===== src/logic/stres_pkg.sv =====
// Package with register map, field layout and configuration codes for the selftest result block
package stres_pkg;

    // ********************************
    // Register offsets (byte addresses)
    // ********************************
    localparam logic [11:0] STRES_OFF_RECORD  = 12'h000;
    localparam logic [11:0] STRES_OFF_READCMD = 12'h004;
    localparam logic [11:0] STRES_OFF_CONFIG  = 12'h008;
    localparam logic [11:0] STRES_OFF_INPORT  = 12'h00c;
    localparam logic [11:0] STRES_OFF_CTRL    = 12'h010;

    // ********************************
    // Record layout
    // ********************************
    localparam int STRES_BIT_ERR      = 15;
    localparam int STRES_BIT_ZERO_HI  = 14;
    localparam int STRES_UNIT_LSB     = 12;
    localparam int STRES_BIT_ZERO_LO  = 11;
    localparam int STRES_HEAD_LSB     = 8;
    localparam int STRES_CODE_LSB     = 0;
    localparam logic [15:0] STRES_RECORD_RST = 16'h0000;

    // ********************************
    // Input port layout
    // ********************************
    localparam int STRES_IN_CAP_BIT = 5;
    localparam int STRES_IN_VOL_BIT = 4;
    localparam int STRES_IN_FAM_BIT = 3;

    // ********************************
    // Sources of a captured error
    // ********************************
    localparam int STRES_NSRC = 3;
    localparam int STRES_SRC_POWERON  = 0;
    localparam int STRES_SRC_INITIATE = 1;
    localparam int STRES_SRC_RUNTIME  = 2;

    // Last settle count before the filtered jumper levels are trusted
    localparam logic [2:0] STRES_SETTLE_LAST = 3'h4;

    // ********************************
    // Decoded drive configuration
    // ********************************
    typedef enum logic [2:0] {
        STRES_CFG_INVALID,
        STRES_CFG_SP5_FOURVOL,
        STRES_CFG_SP5_ONEVOL,
        STRES_CFG_DP10_ONEVOL
    } stres_cfg_t;

    localparam logic [1:0] STRES_VOLS_FOUR = 2'h3;
    localparam logic [1:0] STRES_VOLS_ONE  = 2'h0;

    // Volume sizes in units of 10 kbyte
    localparam logic [9:0] STRES_SIZE_FOURVOL = 10'h073;
    localparam logic [9:0] STRES_SIZE_SP5_ONE = 10'h1e0;
    localparam logic [9:0] STRES_SIZE_DP10    = 10'h3e8;
    localparam logic [9:0] STRES_SIZE_NONE    = 10'h000;

    localparam logic [31:0] STRES_DATA_ZERO = 32'h0000_0000;

endpackage : stres_pkg


===== src/logic/stres_sync.sv =====
// Three-stage synchroniser with agreement filter for a bank of pins
`timescale 1ns/10ps
module stres_sync
    import stres_pkg::*;
#(
    parameter int W = 3
) (
    // Clock and reset
    input  wire logic         pclk,
    input  wire logic         presetn,
    // Pins and filtered levels
    input  wire logic [W-1:0] pin_in,
    output logic      [W-1:0] level_out
);

    typedef struct packed {
        logic [W-1:0] s1;
        logic [W-1:0] s2;
        logic [W-1:0] s3;
        logic [W-1:0] lvl;
    } stres_sync_state_t;

    stres_sync_state_t st_reg;
    stres_sync_state_t st_next;

    genvar gi;
    logic [W-1:0] agree;
    // First stage feeds only the second stage
    generate
        for (gi = 0; gi < W; gi++) begin : g_bit
            assign agree[gi] = (st_reg.s2[gi] == st_reg.s3[gi]);
        end
    endgenerate

    always_comb begin
        st_next     = st_reg;
        st_next.s1  = pin_in;
        st_next.s2  = st_reg.s1;
        st_next.s3  = st_reg.s2;
        st_next.lvl = (st_reg.s2 & agree) | (st_reg.lvl & ~agree);
    end

    always_ff @(posedge pclk or negedge presetn) begin
        if (!presetn) begin
            st_reg <= '0;
        end else begin
            st_reg <= st_next;
        end
    end

    assign level_out = st_reg.lvl;

endmodule : stres_sync


===== src/logic/stres_top.sv =====
// Selftest result record and configuration jumper decode with an APB register port
`timescale 1ns/10ps

// Summary of operation
// Two-byte record holds latest error, overwriting
// Read command returns record then clears it
// Top bit error flag; two fixed zeros
// Unit field follows leading zero
// Low three bits hold selected head
// Second byte holds failure code
// Flag clear means both bytes zero
// Power-on and initiate tests share record
// Runtime check failures update the record
// No cap, no onevol, family: four volumes
// Onevol and family only: one small volume
// All three jumpers: one large volume
// Other five combinations flagged invalid
// Jumpers readable on input port bits 5,4,3
// Jumpers sampled once after reset, held
module stres_top
    import stres_pkg::*;
(
    // APB clock and reset
    input  wire logic        pclk,
    input  wire logic        presetn,
    // APB slave
    input  wire logic        psel,
    input  wire logic        penable,
    input  wire logic        pwrite,
    input  wire logic [11:0] paddr,
    input  wire logic [31:0] pwdata,
    input  wire logic [3:0]  pstrb,
    output logic      [31:0] prdata,
    output logic             pready,
    output logic             pslverr,
    // Error reports from the test sequencers and runtime checks
    input  wire logic [2:0]  err_valid,
    input  wire logic [5:0]  err_unit,
    input  wire logic [8:0]  err_head,
    input  wire logic [23:0] err_code,
    // Configuration jumper pins, low when installed
    input  wire logic        jumper_capacity_n,
    input  wire logic        jumper_one_volume_n,
    input  wire logic        jumper_family_n,
    // Decoded configuration
    output logic [2:0]       cfg_layout,
    output logic [1:0]       cfg_extra_volumes,
    output logic [9:0]       cfg_volume_size,
    output logic             cfg_invalid,
    output logic             cfg_valid,
    // Diagnostic record as seen by the host bus logic
    output logic [15:0]      diag_record,
    output logic             diag_read_done
);

    // ********************************
    // State
    // ********************************
    // Record fields stay zero whenever the flag is clear, so no masking is needed later
    typedef struct packed {
        logic        err;
        logic [1:0]  unit;
        logic [2:0]  head;
        logic [7:0]  code;
        logic [15:0] rec;
        logic [2:0]  jmp;
        logic        jmp_taken;
        logic [2:0]  settle;
        stres_cfg_t  cfg;
        logic [1:0]  vols;
        logic [9:0]  size;
        logic        cfg_ok;
        logic        cfg_bad;
        logic [2:0]  src_last;
        logic [31:0] rdata;
        logic        ready;
        logic        slverr;
        logic        read_done;
    } stres_state_t;

    stres_state_t st_reg;
    stres_state_t st_next;

    // ********************************
    // Jumper synchroniser
    // ********************************
    logic [2:0] jmp_pins;
    logic [2:0] jmp_lvl;

    // Pins are active low on the header, inverted so 1 means installed
    assign jmp_pins = {~jumper_capacity_n, ~jumper_one_volume_n, ~jumper_family_n};
    // Only the filtered levels are used; the raw pins never reach the decode

    stres_sync #(.W(3)) u_sync (
        .pclk      (pclk),
        .presetn   (presetn),
        .pin_in    (jmp_pins),
        .level_out (jmp_lvl)
    );

    // ********************************
    // Error source selection
    // ********************************
    // Runtime checks have the highest index and win a same-cycle tie
    logic       any_err;
    logic [1:0] sel_unit;
    logic [2:0] sel_head;
    logic [7:0] sel_code;
    logic [1:0] src_unit [STRES_NSRC];
    logic [2:0] src_head [STRES_NSRC];
    logic [7:0] src_code [STRES_NSRC];

    // Each source owns its own slice of the packed report buses
    genvar si;
    generate
        for (si = 0; si < STRES_NSRC; si++) begin : g_src
            assign src_unit[si] = err_unit[2*si +: 2];
            assign src_head[si] = err_head[3*si +: 3];
            assign src_code[si] = err_code[8*si +: 8];
        end
    endgenerate

    always_comb begin
        any_err  = 1'b0;
        sel_unit = 2'h0;
        sel_head = 3'h0;
        sel_code = 8'h00;
        for (int i = 0; i < STRES_NSRC; i++) begin
            if (err_valid[i]) begin
                any_err  = 1'b1;
                sel_unit = src_unit[i];
                sel_head = src_head[i];
                sel_code = src_code[i];
            end
        end
    end

    // ********************************
    // Register view helpers
    // ********************************
    logic [15:0] rec_view;
    logic [7:0]  in_port;
    logic        acc;
    logic        wr_acc;
    logic        rd_cmd;
    logic        rd_acc;
    logic        bad_acc;
    logic        hit_record;
    logic        hit_readcmd;
    logic        hit_config;
    logic        hit_inport;
    logic        hit_ctrl;
    logic        hit_any;

    always_comb begin
        rec_view = STRES_RECORD_RST;
        if (st_reg.err) begin
            rec_view[STRES_BIT_ERR]                 = 1'b1;
            rec_view[STRES_BIT_ZERO_HI]             = 1'b0;
            rec_view[STRES_UNIT_LSB +: 2]           = st_reg.unit;
            rec_view[STRES_BIT_ZERO_LO]             = 1'b0;
            rec_view[STRES_HEAD_LSB +: 3]           = st_reg.head;
            rec_view[STRES_CODE_LSB +: 8]           = st_reg.code;
        end
    end

    // ********************************
    // Input port image
    // ********************************
    // The processor sees the captured jumpers, not the live pins
    always_comb begin
        in_port = 8'h00;
        in_port[STRES_IN_CAP_BIT] = st_reg.jmp[2];
        in_port[STRES_IN_VOL_BIT] = st_reg.jmp[1];
        in_port[STRES_IN_FAM_BIT] = st_reg.jmp[0];
    end

    assign acc    = psel && penable && !st_reg.ready;
    assign wr_acc = acc && pwrite;
    assign rd_acc = acc && !pwrite;
    assign rd_cmd = wr_acc && hit_readcmd && pstrb[0] && pwdata[0];

    // ********************************
    // Address decode
    // ********************************
    // Offsets compare in full, so aliases of a word are refused
    assign hit_record  = (paddr == STRES_OFF_RECORD);
    assign hit_readcmd = (paddr == STRES_OFF_READCMD);
    assign hit_config  = (paddr == STRES_OFF_CONFIG);
    assign hit_inport  = (paddr == STRES_OFF_INPORT);
    assign hit_ctrl    = (paddr == STRES_OFF_CTRL);
    assign hit_any     = hit_record || hit_readcmd || hit_config ||
                         hit_inport || hit_ctrl;
    // Refused accesses answer with an error and change no state
    assign bad_acc     = (rd_acc && !hit_any) || (wr_acc && !hit_readcmd);

    // ********************************
    // Jumper decode
    // ********************************
    // Decoded from the filtered levels every cycle, but latched only once
    stres_cfg_t dec_cfg;
    logic [1:0] dec_vols;
    logic [9:0] dec_size;
    logic       dec_ok;

    always_comb begin
        dec_cfg  = STRES_CFG_INVALID;
        dec_vols = STRES_VOLS_ONE;
        dec_size = STRES_SIZE_NONE;
        dec_ok   = 1'b0;
        case (jmp_lvl)
            3'h1: begin
                dec_cfg  = STRES_CFG_SP5_FOURVOL;
                dec_vols = STRES_VOLS_FOUR;
                dec_size = STRES_SIZE_FOURVOL;
                dec_ok   = 1'b1;
            end
            3'h3: begin
                dec_cfg  = STRES_CFG_SP5_ONEVOL;
                dec_size = STRES_SIZE_SP5_ONE;
                dec_ok   = 1'b1;
            end
            3'h7: begin
                // Dual platter has no four volume mode
                dec_cfg  = STRES_CFG_DP10_ONEVOL;
                dec_size = STRES_SIZE_DP10;
                dec_ok   = 1'b1;
            end
            3'h0, 3'h2, 3'h4, 3'h5, 3'h6: begin
                // Unassigned: never fall back onto a real layout
                dec_cfg  = STRES_CFG_INVALID;
                dec_ok   = 1'b0;
            end
            default: begin
                dec_cfg  = STRES_CFG_INVALID;
            end
        endcase
    end

    // ********************************
    // Next state
    // ********************************
    always_comb begin
        st_next           = st_reg;
        st_next.ready     = acc;
        st_next.slverr    = 1'b0;
        st_next.read_done = 1'b0;
        st_next.rdata     = STRES_DATA_ZERO;

        // Read command: the record is returned in the same beat, then cleared
        if (rd_cmd) begin
            st_next.rdata     = {16'h0000, rec_view};
            st_next.err       = 1'b0;
            st_next.unit      = 2'h0;
            st_next.head      = 3'h0;
            st_next.code      = 8'h00;
            st_next.read_done = 1'b1;
        end

        // A new error lands after the clear, so one arriving together is kept
        if (any_err) begin
            st_next.err      = 1'b1;
            st_next.unit     = sel_unit;
            st_next.head     = sel_head;
            st_next.code     = sel_code;
            st_next.src_last = err_valid;
        end

        // Jumpers are taken once after the synchroniser has settled
        if (!st_reg.jmp_taken) begin
            // The filter needs four edges after reset before its level follows a set pin
            if (st_reg.settle != STRES_SETTLE_LAST) begin
                st_next.settle = st_reg.settle + 3'h1;
            end else begin
                st_next.jmp       = jmp_lvl;
                st_next.jmp_taken = 1'b1;
                st_next.cfg       = dec_cfg;
                st_next.vols      = dec_vols;
                st_next.size      = dec_size;
                st_next.cfg_ok    = dec_ok;
                st_next.cfg_bad   = !dec_ok;
            end
        end

        // APB read data
        if (rd_acc) begin
            case (1'b1)
                hit_record: st_next.rdata = {16'h0000, rec_view};
                hit_config: st_next.rdata = {16'h0000, st_reg.size, st_reg.vols,
                                             st_reg.cfg_ok, st_reg.cfg};
                hit_inport: st_next.rdata = {24'h000000, in_port};
                hit_ctrl:   st_next.rdata = {29'h0, st_reg.src_last};
                default:    st_next.rdata = STRES_DATA_ZERO;
            endcase
        end
        // Only the read command port accepts writes
        st_next.slverr = bad_acc;

        // Registered copy of the visible record, so the port has no logic behind it
        st_next.rec = STRES_RECORD_RST;
        if (st_next.err) begin
            st_next.rec[STRES_BIT_ERR]       = 1'b1;
            st_next.rec[STRES_BIT_ZERO_HI]   = 1'b0;
            st_next.rec[STRES_UNIT_LSB +: 2] = st_next.unit;
            st_next.rec[STRES_BIT_ZERO_LO]   = 1'b0;
            st_next.rec[STRES_HEAD_LSB +: 3] = st_next.head;
            st_next.rec[STRES_CODE_LSB +: 8] = st_next.code;
        end
    end

    // ********************************
    // Registers
    // ********************************
    // Reset leaves every field zero, which doubles as the invalid layout
    always_ff @(posedge pclk or negedge presetn) begin
        if (!presetn) begin
            st_reg     <= '0;
            st_reg.cfg <= STRES_CFG_INVALID;
        end else begin
            st_reg <= st_next;
        end
    end

    // ********************************
    // Outputs
    // ********************************
    // Every output is a plain state bit, no logic after the flops
    assign prdata            = st_reg.rdata;
    assign pready            = st_reg.ready;
    assign pslverr           = st_reg.slverr;
    assign cfg_layout        = st_reg.cfg;
    assign cfg_extra_volumes = st_reg.vols;
    assign cfg_volume_size   = st_reg.size;
    assign cfg_invalid       = st_reg.cfg_bad;
    assign cfg_valid         = st_reg.cfg_ok;
    assign diag_read_done    = st_reg.read_done;
    assign diag_record       = st_reg.rec;

endmodule : stres_top


===== config.mk =====
export PLATFORM = sky130hd
export DESIGN_NAME = stres_top
export DESIGN_NICKNAME = d
export VERILOG_FILES = /design/src/logic/stres_pkg.sv /design/src/logic/stres_sync.sv /design/src/logic/stres_top.sv
export SDC_FILE = /design/constraint.sdc
export NUM_CORES = 1
export LEC_CHECK = 0
export BUFFER_PORTS_ARGS = -buffer_cell sky130_fd_sc_hd__buf_2
export CAP_MARGIN = 10
export CORE_MARGIN = 5
export CORE_UTILIZATION = 48
export CTS_CLUSTER_SIZE = 10
export DETAILED_ROUTE_END_ITERATION = 8
export HOLD_SLACK_MARGIN = 0.1
export PLACE_DENSITY = 0.8
export SYNTH_ARGS = -nofsm -noshare
export SYNTH_HDL_FRONTEND = slang
export SYNTH_SLANG_ARGS = --single-unit

===== constraint.sdc =====
create_clock -name pclk -period 2 [get_ports pclk]
set_input_delay 0.4 -clock pclk [delete_from_list [all_inputs] [get_ports pclk]]
set_output_delay 0.4 -clock pclk [all_outputs]
set_load 0.1 [all_outputs]

=== After elaboration in Yosys (flattened, before gate mapping) ===
Cells that the tools add are included.

* Output and inout port bits: 68
* Logic and storage cells: 103
* Bits in registers: 104
* Input bits: 98

* Add/sub/neg operators: 1
* Multiplexer cells: 31
* Reductions and logical operators: 25
* Equality and inequality tests: 15
* Bitwise logic cells: 9

{| class="wikitable"
|+ Operators by type and width
! kind !! number
|-
| two-way mux 16 bit || 5
|-
| two-way mux 32 bit || 1
|-
| one-hot mux 10 bit (3 select lines) || 1
|-
| two-way mux 14 bit || 2
|-
| equality test 12 x 4 -> 1 bit, second input constant || 2
|-
| two-way mux 8 bit || 3
|-
| two-way mux 21 bit || 1
|-
| two-way mux 17 bit || 1
|-
| two-way mux 3 bit || 5
|-
| equality test 12 x 3 -> 1 bit, second input constant || 1
|-
| equality test 12 x 5 -> 1 bit, second input constant || 1
|-
| equality test 3 bit, second input constant || 4
|-
| zero test 12 bit || 1
|-
| one-hot mux 3 bit (4 select lines) || 1
|-
| logical AND 1 bit || 9
|-
| two-way mux 2 bit || 4
|-
| bitwise AND 3 bit || 2
|-
| equality test 3 x 2 -> 1 bit, second input constant || 2
|-
| two-way mux 6 bit || 1
|-
| zero test 1 bit || 5
|-
| logical OR 1 bit || 5
|-
| two-way mux 1 bit || 5
|-
| inverter 1 bit || 5
|-
| OR reduction 5 bit || 1
|-
| 10 further kinds || 13
|}

=== Logic depth before layout (Yosys ltp) ===
Gate-level depths: netlist (run 1).

* Word-level depth: 9
* Depth in mapped cells: 7
* Gate-level depth less buffers: 5

=== By module ===
From an unflattened synthesis (run 1), not the netlist that was laid out.

* Cell total of the unflattened synthesis: 376
* Area, all modules: 3768.6 um^2

{| class="wikitable"
|+ By module, submodules not included
! module !! sequential area each (um^2) !! area an instance (um^2) !! cells an instance !! times used
|-
| stres_top || 1601.5 || 3412.0 || 358 || 1
|-
| stres_sync || 300.3 || 356.6 || 18 || 1
|}

=== Worst setup path after synthesis (run 1) ===
OpenSTA, ideal clock, no wires.

* Path type: reg-to-reg
* Start: reg st_reg (netlist bit pready)
* End: reg st_reg (netlist bit prdata[6])
* Arrival time: 1.979 ns
* Library setup time: 0.077 ns
* Stages on the path, launching flop included: 6
* Period minus slack after synthesis: 2.056 ns
* Required time: 1.923 ns
* Path buffers: 2
* Path slack: -0.056 ns
* Cells stage by stage: dfrtp_1 > nand3b_1 > or4_4 > buf_6 > buf_8 > a21oi_1

{| class="wikitable"
|+ RTL lines
! what !! line !! RTL
|-
| from (decl) || stres_top.sv:81 || <nowiki>stres_state_t st_reg;</nowiki>
|-
| from (signal assigned) || stres_top.sv:320 || <nowiki>st_reg <= st_next;</nowiki>
|}

==> impl_metrics.json, run 1 <==
{
  "r2r-end": "prdata[1]",
  "path_max_fanout": 5,
  "drc_errors": 0,
  "period_minus_slack_ns": 1.63,
  "syn_area_per_cell_sq_um": 10.1,
  "final-setup-viol-count": 0,
  "post_cts_resized": 0,
  "die-area_sq_mm": 0.00998,
  "area_growth_pct": 13.2,
  "num_rows": 32,
  "maxSlewViolCount": 0,
  "antennaDiodeCount": 0,
  "synthSimpleGateAreaFrac_pct": 14.2,
  "hold_viol_final": 0,
  "grt_usage_pct": 16.9,
  "ant_nets": 0,
  "hold_buffers": 1,
  "antenna_found_initial": 0,
  "min_path_type": "in2reg",
  "rrSetupSlack_ns": 0.37,
  "cts.sinks": 76,
  "cts_setup_buffers": 0,
  "dpl_cell_area_sq_mm": 0.00420,
  "outcome": "completed",
  "io_pins": 166,
  "via_count": 2859,
  "grt_start_max_net_pins": 31,
  "synth_cells": 385,
  "power_density_mw_per_mm2": 823,
  "setup_tns_ns": 0,
  "peakVddDrop_v": 0.000372,
  "synth_xor_area_share_pct": 0.677,
  "clk-insertion-delay-late_ns": 0.35,
  "core_sq_mm": 0.00781,
  "cp-startpoint": "cfg_volume_size[4]",
  "path_buf_inv": 1,
  "drive_above_1_share_pct": 32.8,
  "htreeDepth": 3,
  "worst-path-stages": 1,
  "synthMuxAreaShare_pct": 0.580,
  "synth_cell_types": 42,
  "largest_reg_flops": 20,
  "worst_slack_ns": 0.369,
  "placed_cells": 542,
  "drt_iter0_drc": 140,
  "clockBufferDepth": 2,
  "dr.pass1.iters": 4,
  "min_period_over_period_pct": 81.6,
  "crit_type": "reg2out",
  "cap_violations": 0,
  "portBuffers": 111,
  "wl_mm": 8.30,
  "p_leak_nw": 2.09,
  "fin_nets": 552,
  "slowest_delay_ns": 0.46,
  "max_freq_mhz": 613,
  "gp_congestion": 0.877,
  "stdcell_count": 559,
  "root_buffer": "clkbuf_8",
  "synth_compound_area_share_pct": 17.7,
  "synth_top_family_by_area": "compound AO/OA/AOI/OAI gates",
  "path_clk_slew_ns": 0.08,
  "rsz0062_at_grt": "no",
  "synth_fa_ha_area_share_pct": 1.42,
  "path_cells": "buf_2",
  "cts_tree": "yes",
  "viasPerCell": 5.11,
  "reg2reg_depth": 3,
  "yosys_warnings": 0,
  "design_area_sq_mm": 0.00439,
  "critPathRequiredTime_ns": 1.60,
  "end_kind": "output pin",
  "worstMarginPinSlew_ns": 0.796,
  "wl_per_cell_um": 14.8,
  "yosysSeqAreaShare_pct": 49.0,
  "grt_pass1_wl_mm": 13.3,
  "cpLargestDelayFamily": "buffers and inverters",
  "worstSetupEndpoint": "cfg_volume_size[1]",
  "r2r-start": "pready",
  "slew_headroom_pct": 47.0,
  "die_w_um": 99.9,
  "cts_made_buffers": 9,
  "overflow": 0,
  "hpwl_mm": 6.38,
  "ys_ff_latch": 76,
  "pre_cts_ws_ns": 0.0246,
  "cp.arrival_ns": 1.23,
  "clock_skew_ns": 0.0151,
  "crit_path_start_kind": "flip-flop",
  "grt_pass1_vias": 2759,
  "cp_slowest_cell": "buf_2",
  "die_h_um": 99.9,
  "syn_area_sq_mm": 0.00388,
  "start_util_pct": 49.7
}
==> worst min path at each step <==
stage	from	to	slack, ns	depth (start not counted)
2_1_floorplan	presetn	async pin	0.10	0
3_3_place_gp	u_sync.st_next[8]	u_sync.st_next[5]	0.33	0
3_5_place_dp	u_sync.st_next[6]	u_sync.st_next[3]	0.34	0
4_1_cts	jumper_one_volume_n	u_sync.st_next[7]	0.17	2
5_1_grt	jumper_capacity_n	u_sync.st_next[8]	0.17	2
6_report	jumper_one_volume_n	u_sync.st_next[7]	0.17	2
==> cell usage in the layout (no fill, tap or decap), drive strengths merged, types with 2 or more instances in the layout <==
| cell | Yosys | layout |
|---|---|---|
| nand3b | 2 | 2 |
| o31a | 13 | 13 |
| clkinv | 0 | 3 |
| clkbuf | 19 | 11 |
| nor2b | 14 | 14 |
| a211oi | 25 | 25 |
| a21oi | 30 | 30 |
| and2 | 2 | 2 |
| mux2 | 2 | 2 |
| nand2 | 34 | 34 |
| nor3 | 3 | 3 |
| clkinvlp | 0 | 2 |
| nor3b | 14 | 14 |
| or4 | 2 | 2 |
| o2111ai | 12 | 12 |
| or3 | 3 | 3 |
| o21ai | 7 | 7 |
| dfrtp | 76 | 76 |
| conb | 1 | 20 |
| nor4b | 2 | 2 |
| inv | 10 | 10 |
| nor2 | 18 | 18 |
| maj3 | 3 | 3 |
| and3 | 2 | 2 |
| a21o | 5 | 5 |
| buf | 70 | 125 |
| xnor2 | 3 | 3 |
| ha | 2 | 2 |
==> per-stage QoR <==
step	power [mW]	hold slack, ns	utilization (%)
after global routing	3.75	0.172	56.2
after CTS	3.63	0.171	56.2
after global placement	2.59	0.333	53.8
after floorplan	2.49	0.104	-
final	3.61	0.174	56.2
after detailed placement	2.61	0.342	53.8
==> metal layers <==
layer / track usage (%) / vias up / routed length, um
met3: 2.92 / 11 / 646
li1: - / 1398 / -
met1: 23.0 / 1331 / 3570
met4: 7.14 / 0 / 151
met5: 0 / - / 0
met2: 26.7 / 119 / 3930
==> final cells by class <==
type	instances	area [sq um]
Fill cell	672	3420
Sequential cell	76	1900
Multi-Input combinational cell	229	1420
Timing Repair Buffer	126	726
Clock buffer	11	141
Tap cell	102	128
Clock inverter	5	37.5
Inverter	10	37.5
==> power breakdown <==
part	internal [mW]	switching, mW
registers	1.62	0.0631
logic	0.177	0.714
clock network	0.486	0.550
==> synthesized netlist by cell type, drive strengths merged <==
cell type / n / share of area (%)
dfrtp: 76 / 49
or4: 2 / 0.58
xnor2: 3 / 0.68
and4: 1 / 0.23
o31a: 13 / 2.9
ha: 2 / 0.64
maj3: 3 / 0.77
and3: 2 / 0.32
nor4: 1 / 0.55
a22oi: 1 / 0.19
inv: 10 / 0.97
nor3b: 14 / 2.7
o21a: 1 / 0.19
nand3: 1 / 0.13
or3: 3 / 0.48
a21oi: 30 / 4.2
mux2: 2 / 0.58
o2bb2ai: 1 / 0.23
a221oi: 1 / 0.23
nand3b: 2 / 0.39
buf: 70 / 13
and2: 2 / 0.32
o21ai: 7 / 0.90
o2111ai: 12 / 2.7
nand2: 34 / 3.3
clkbuf: 19 / 1.8
nor3: 3 / 0.39
nor2b: 14 / 2.3
conb: 1 / 0.097
a21o: 5 / 0.97
nand4b: 1 / 0.23
nor2: 18 / 1.7
o211ai: 1 / 0.19
a211oi: 25 / 4.8
a31oi: 1 / 0.16
or2: 1 / 0.16
nor4b: 2 / 0.45
==> cells by family after synthesis <==
| family | count (synthesis) |
|---|---|
| simple gates | 101 |
| buf+inv | 99 |
| compound gates | 98 |
| flops | 76 |
| fa+ha+maj | 5 |
| xor+xnor | 3 |
| mux | 2 |
| other cells | 1 |
No activity file was read; power rests on OpenSTA's default activity.
==> run 2, diff against run 1 <==
--- a/config.mk
+++ b/config.mk
@@ -8,11 +8,11 @@
 export BUFFER_PORTS_ARGS = -buffer_cell sky130_fd_sc_hd__buf_2
 export CAP_MARGIN = 10
 export CORE_MARGIN = 5
-export CORE_UTILIZATION = 48
+export CORE_UTILIZATION = 43
 export CTS_CLUSTER_SIZE = 10
 export DETAILED_ROUTE_END_ITERATION = 8
 export HOLD_SLACK_MARGIN = 0.1
-export PLACE_DENSITY = 0.8
+export PLACE_DENSITY = 0.76
 export SYNTH_ARGS = -nofsm -noshare
 export SYNTH_HDL_FRONTEND = slang
 export SYNTH_SLANG_ARGS = --single-unit
==> constraint.sdc (replaced) <==
create_clock -name pclk -period 1.5 [get_ports pclk]
set_input_delay 0.3 -clock pclk [delete_from_list [all_inputs] [get_ports pclk]]
set_output_delay 0.3 -clock pclk [all_outputs]
set_load 0.1 [all_outputs]
==> impl_metrics.json, run 2 (synthesis results as in run 1) <==
{
  "outcome": "finished with violations",
  "violations": "negative setup slack",
  "layout.cells.most_common": "buf_2",
  "rrSetupSlack_ns": -0.11,
  "period_minus_slack_ns": 1.61,
  "wl_mm": 9.38,
  "cp_slowest_cell": "or4_4",
  "area_growth_pct": 23.3,
  "rsz0062_at_grt": "yes",
  "largest_reg_flops": 20,
  "cts.sinks": 76,
  "cp-startpoint": "pready",
  "min_period_over_period_pct": 107,
  "maxSlewViolCount": 0,
  "start_util_pct": 44.3,
  "wl_per_cell_um": 16.0,
  "drt_iter0_drc": 168,
  "power_density_mw_per_mm2": 1030,
  "reg2reg_depth": 3,
  "cpLargestDelayFamily": "simple AND/OR/NAND/NOR gates",
  "critPathRequiredTime_ns": 1.77,
  "htreeDepth": 3,
  "viasPerCell": 5.12,
  "dr.pass1.iters": 4,
  "r2r-end": "prdata[6]",
  "grt_pass1_wl_mm": 15.3,
  "cts_made_buffers": 9,
  "num_rows": 34,
  "path_max_fanout": 8,
  "max_freq_mhz": 620,
  "antenna_found_initial": 0,
  "io_pins": 166,
  "clock_skew_ns": 0.00889,
  "drc_errors": 0,
  "gp_congestion": 0.796,
  "crit_type": "reg2reg",
  "cp.arrival_ns": 1.88,
  "end_kind": "flip-flop",
  "swShare_pct": 36.5,
  "clk-insertion-delay-late_ns": 0.35,
  "n_fill_cell": 776,
  "hold_viol_final": 0,
  "pwr-share-comb_pct": 25.7,
  "path_buf_inv": 0,
  "overflow": 0,
  "fin_nets": 575,
  "cts_tree": "yes",
  "design_area_sq_mm": 0.00479,
  "setup_tns_ns": -3.03,
  "peakVddDrop_v": 0.000388,
  "via_count": 3007,
  "die_h_um": 105,
  "cap_violations": 0,
  "slowest_delay_ns": 0.66,
  "die_w_um": 105,
  "path_cells": "nand3b_1 > or4_4 > a21oi_1",
  "p_sw_mw": 1.80,
  "ant_nets": 0,
  "clockBufferDepth": 2,
  "antennaDiodeCount": 0,
  "min_to": "st_reg[37]",
  "clock_power_share_pct": 28.6,
  "root_buffer": "clkbuf_8",
  "r2r-start": "pready",
  "grt_pass1_vias": 3034,
  "portBuffers": 111,
  "layout_common_cells": "95 x buf_2, 75 x dfrtp_1, 39 x buf_4",
  "grt_start_max_net_pins": 35,
  "internal_power_mw": 3.13,
  "core_sq_mm": 0.00876,
  "final-setup-viol-count": 44,
  "crit_path_start_kind": "flip-flop",
  "hold_start": "err_valid[2]",
  "path_clk_slew_ns": 0.07,
  "die-area_sq_mm": 0.0110,
  "dpl_cell_area_sq_mm": 0.00440,
  "drive_above_1_share_pct": 41.1,
  "grt_usage_pct": 16.8,
  "hold_depth": 2,
  "pwr-share-seq_pct": 45.7,
  "hpwl_mm": 6.88,
  "worst_slack_ns": -0.112,
  "p_leak_nw": 2.24,
  "min_path_type": "in2reg"
}
run 2: cell types whose count changed in the layout (fill, tap and decap cells not counted), moves of 3 or more:
cell / before / now
dlygate4sd3_1: 1 / 4
a211oi_1: 25 / 7
a211oi_2: 0 / 18
a21oi_2: 3 / 7
a21oi_1: 27 / 23
buf_2: 109 / 95
clkbuf_4: 0 / 3
buf_4: 12 / 39
run 2: how the worst max path moves through the flow:
stage | to | slack (ns) | cells after the start
CTS | prdata[1] | -0.09 | 3
global route | st_reg[84] | -0.16 | 6
detailed placement | diag_read_done | -0.41 | 6
global placement | diag_read_done | -0.38 | 6
finish | prdata[6] | -0.11 | 3
floorplan | prdata[6] | -0.34 | 5
run 2: through the flow:
step | power [mW] | setup WS (ns) | std cells | util (%) | hold slack, ns
final | 4.93 | -0.112 | 587 | 54.6 | 0.210
after detailed placement | 3.53 | -0.406 | 562 | 50.2 | 0.253
after global placement | 3.51 | -0.375 | 562 | 50.2 | 0.239
after global routing | 5.14 | -0.158 | 587 | 54.6 | 0.225
after floorplan | 3.34 | -0.337 | 404 | - | 0.00441
after CTS | 4.95 | -0.0913 | 584 | 53.7 | 0.212
run 2: layer usage:
metal  global-route usage (%)  up-vias  part of all wire (%)
met2                     25.6      120                    48
met3                     5.80       15                   8.7
li1                         -     1446                     -
met5                        0        -                     0
met4                     5.11        0                   1.4
met1                     22.7     1426                    42
run 2: layout make-up:
class                           count  area [sq um]  area share, %
Multi-Input combinational cell    230          1570           32.7
Sequential cell                    76          1910           39.8
Inverter                           10          37.5          0.784
Clock buffer                       11           151           3.16
Clock inverter                      4          25.0          0.523
Timing Repair Buffer              148           966           20.2
Tap cell                          108           135           2.82
run 2: timing repair:
action | in CTS | in global routing
setup buffers | 1 | 2
hold buffers | 4 | 0
endpoints found under the setup margin | 53 | 49
hold endpoints to repair | 30 | 0
gates cloned | 2 | 1
resized for setup | 17 | 10
pin swaps | 4 | 2
run 2: power groups by stage:
stage / sequential, mW / combinational [mW] / clock [mW]
final: 2.25 / 1.26 / 1.41
after global routing: 2.27 / 1.34 / 1.53
after CTS: 2.25 / 1.26 / 1.43
after detailed placement: 2.29 / 1.24 / 0
after global placement: 2.29 / 1.22 / 0
after floorplan: 2.32 / 1.02 / 0
run 2: worst reg2reg max path, stage by stage, from the launching register on:
cell,delay (ns)
dfrtp_4,0.47
nand3b_1,0.25
or4_4,0.66
a21oi_1,0.17
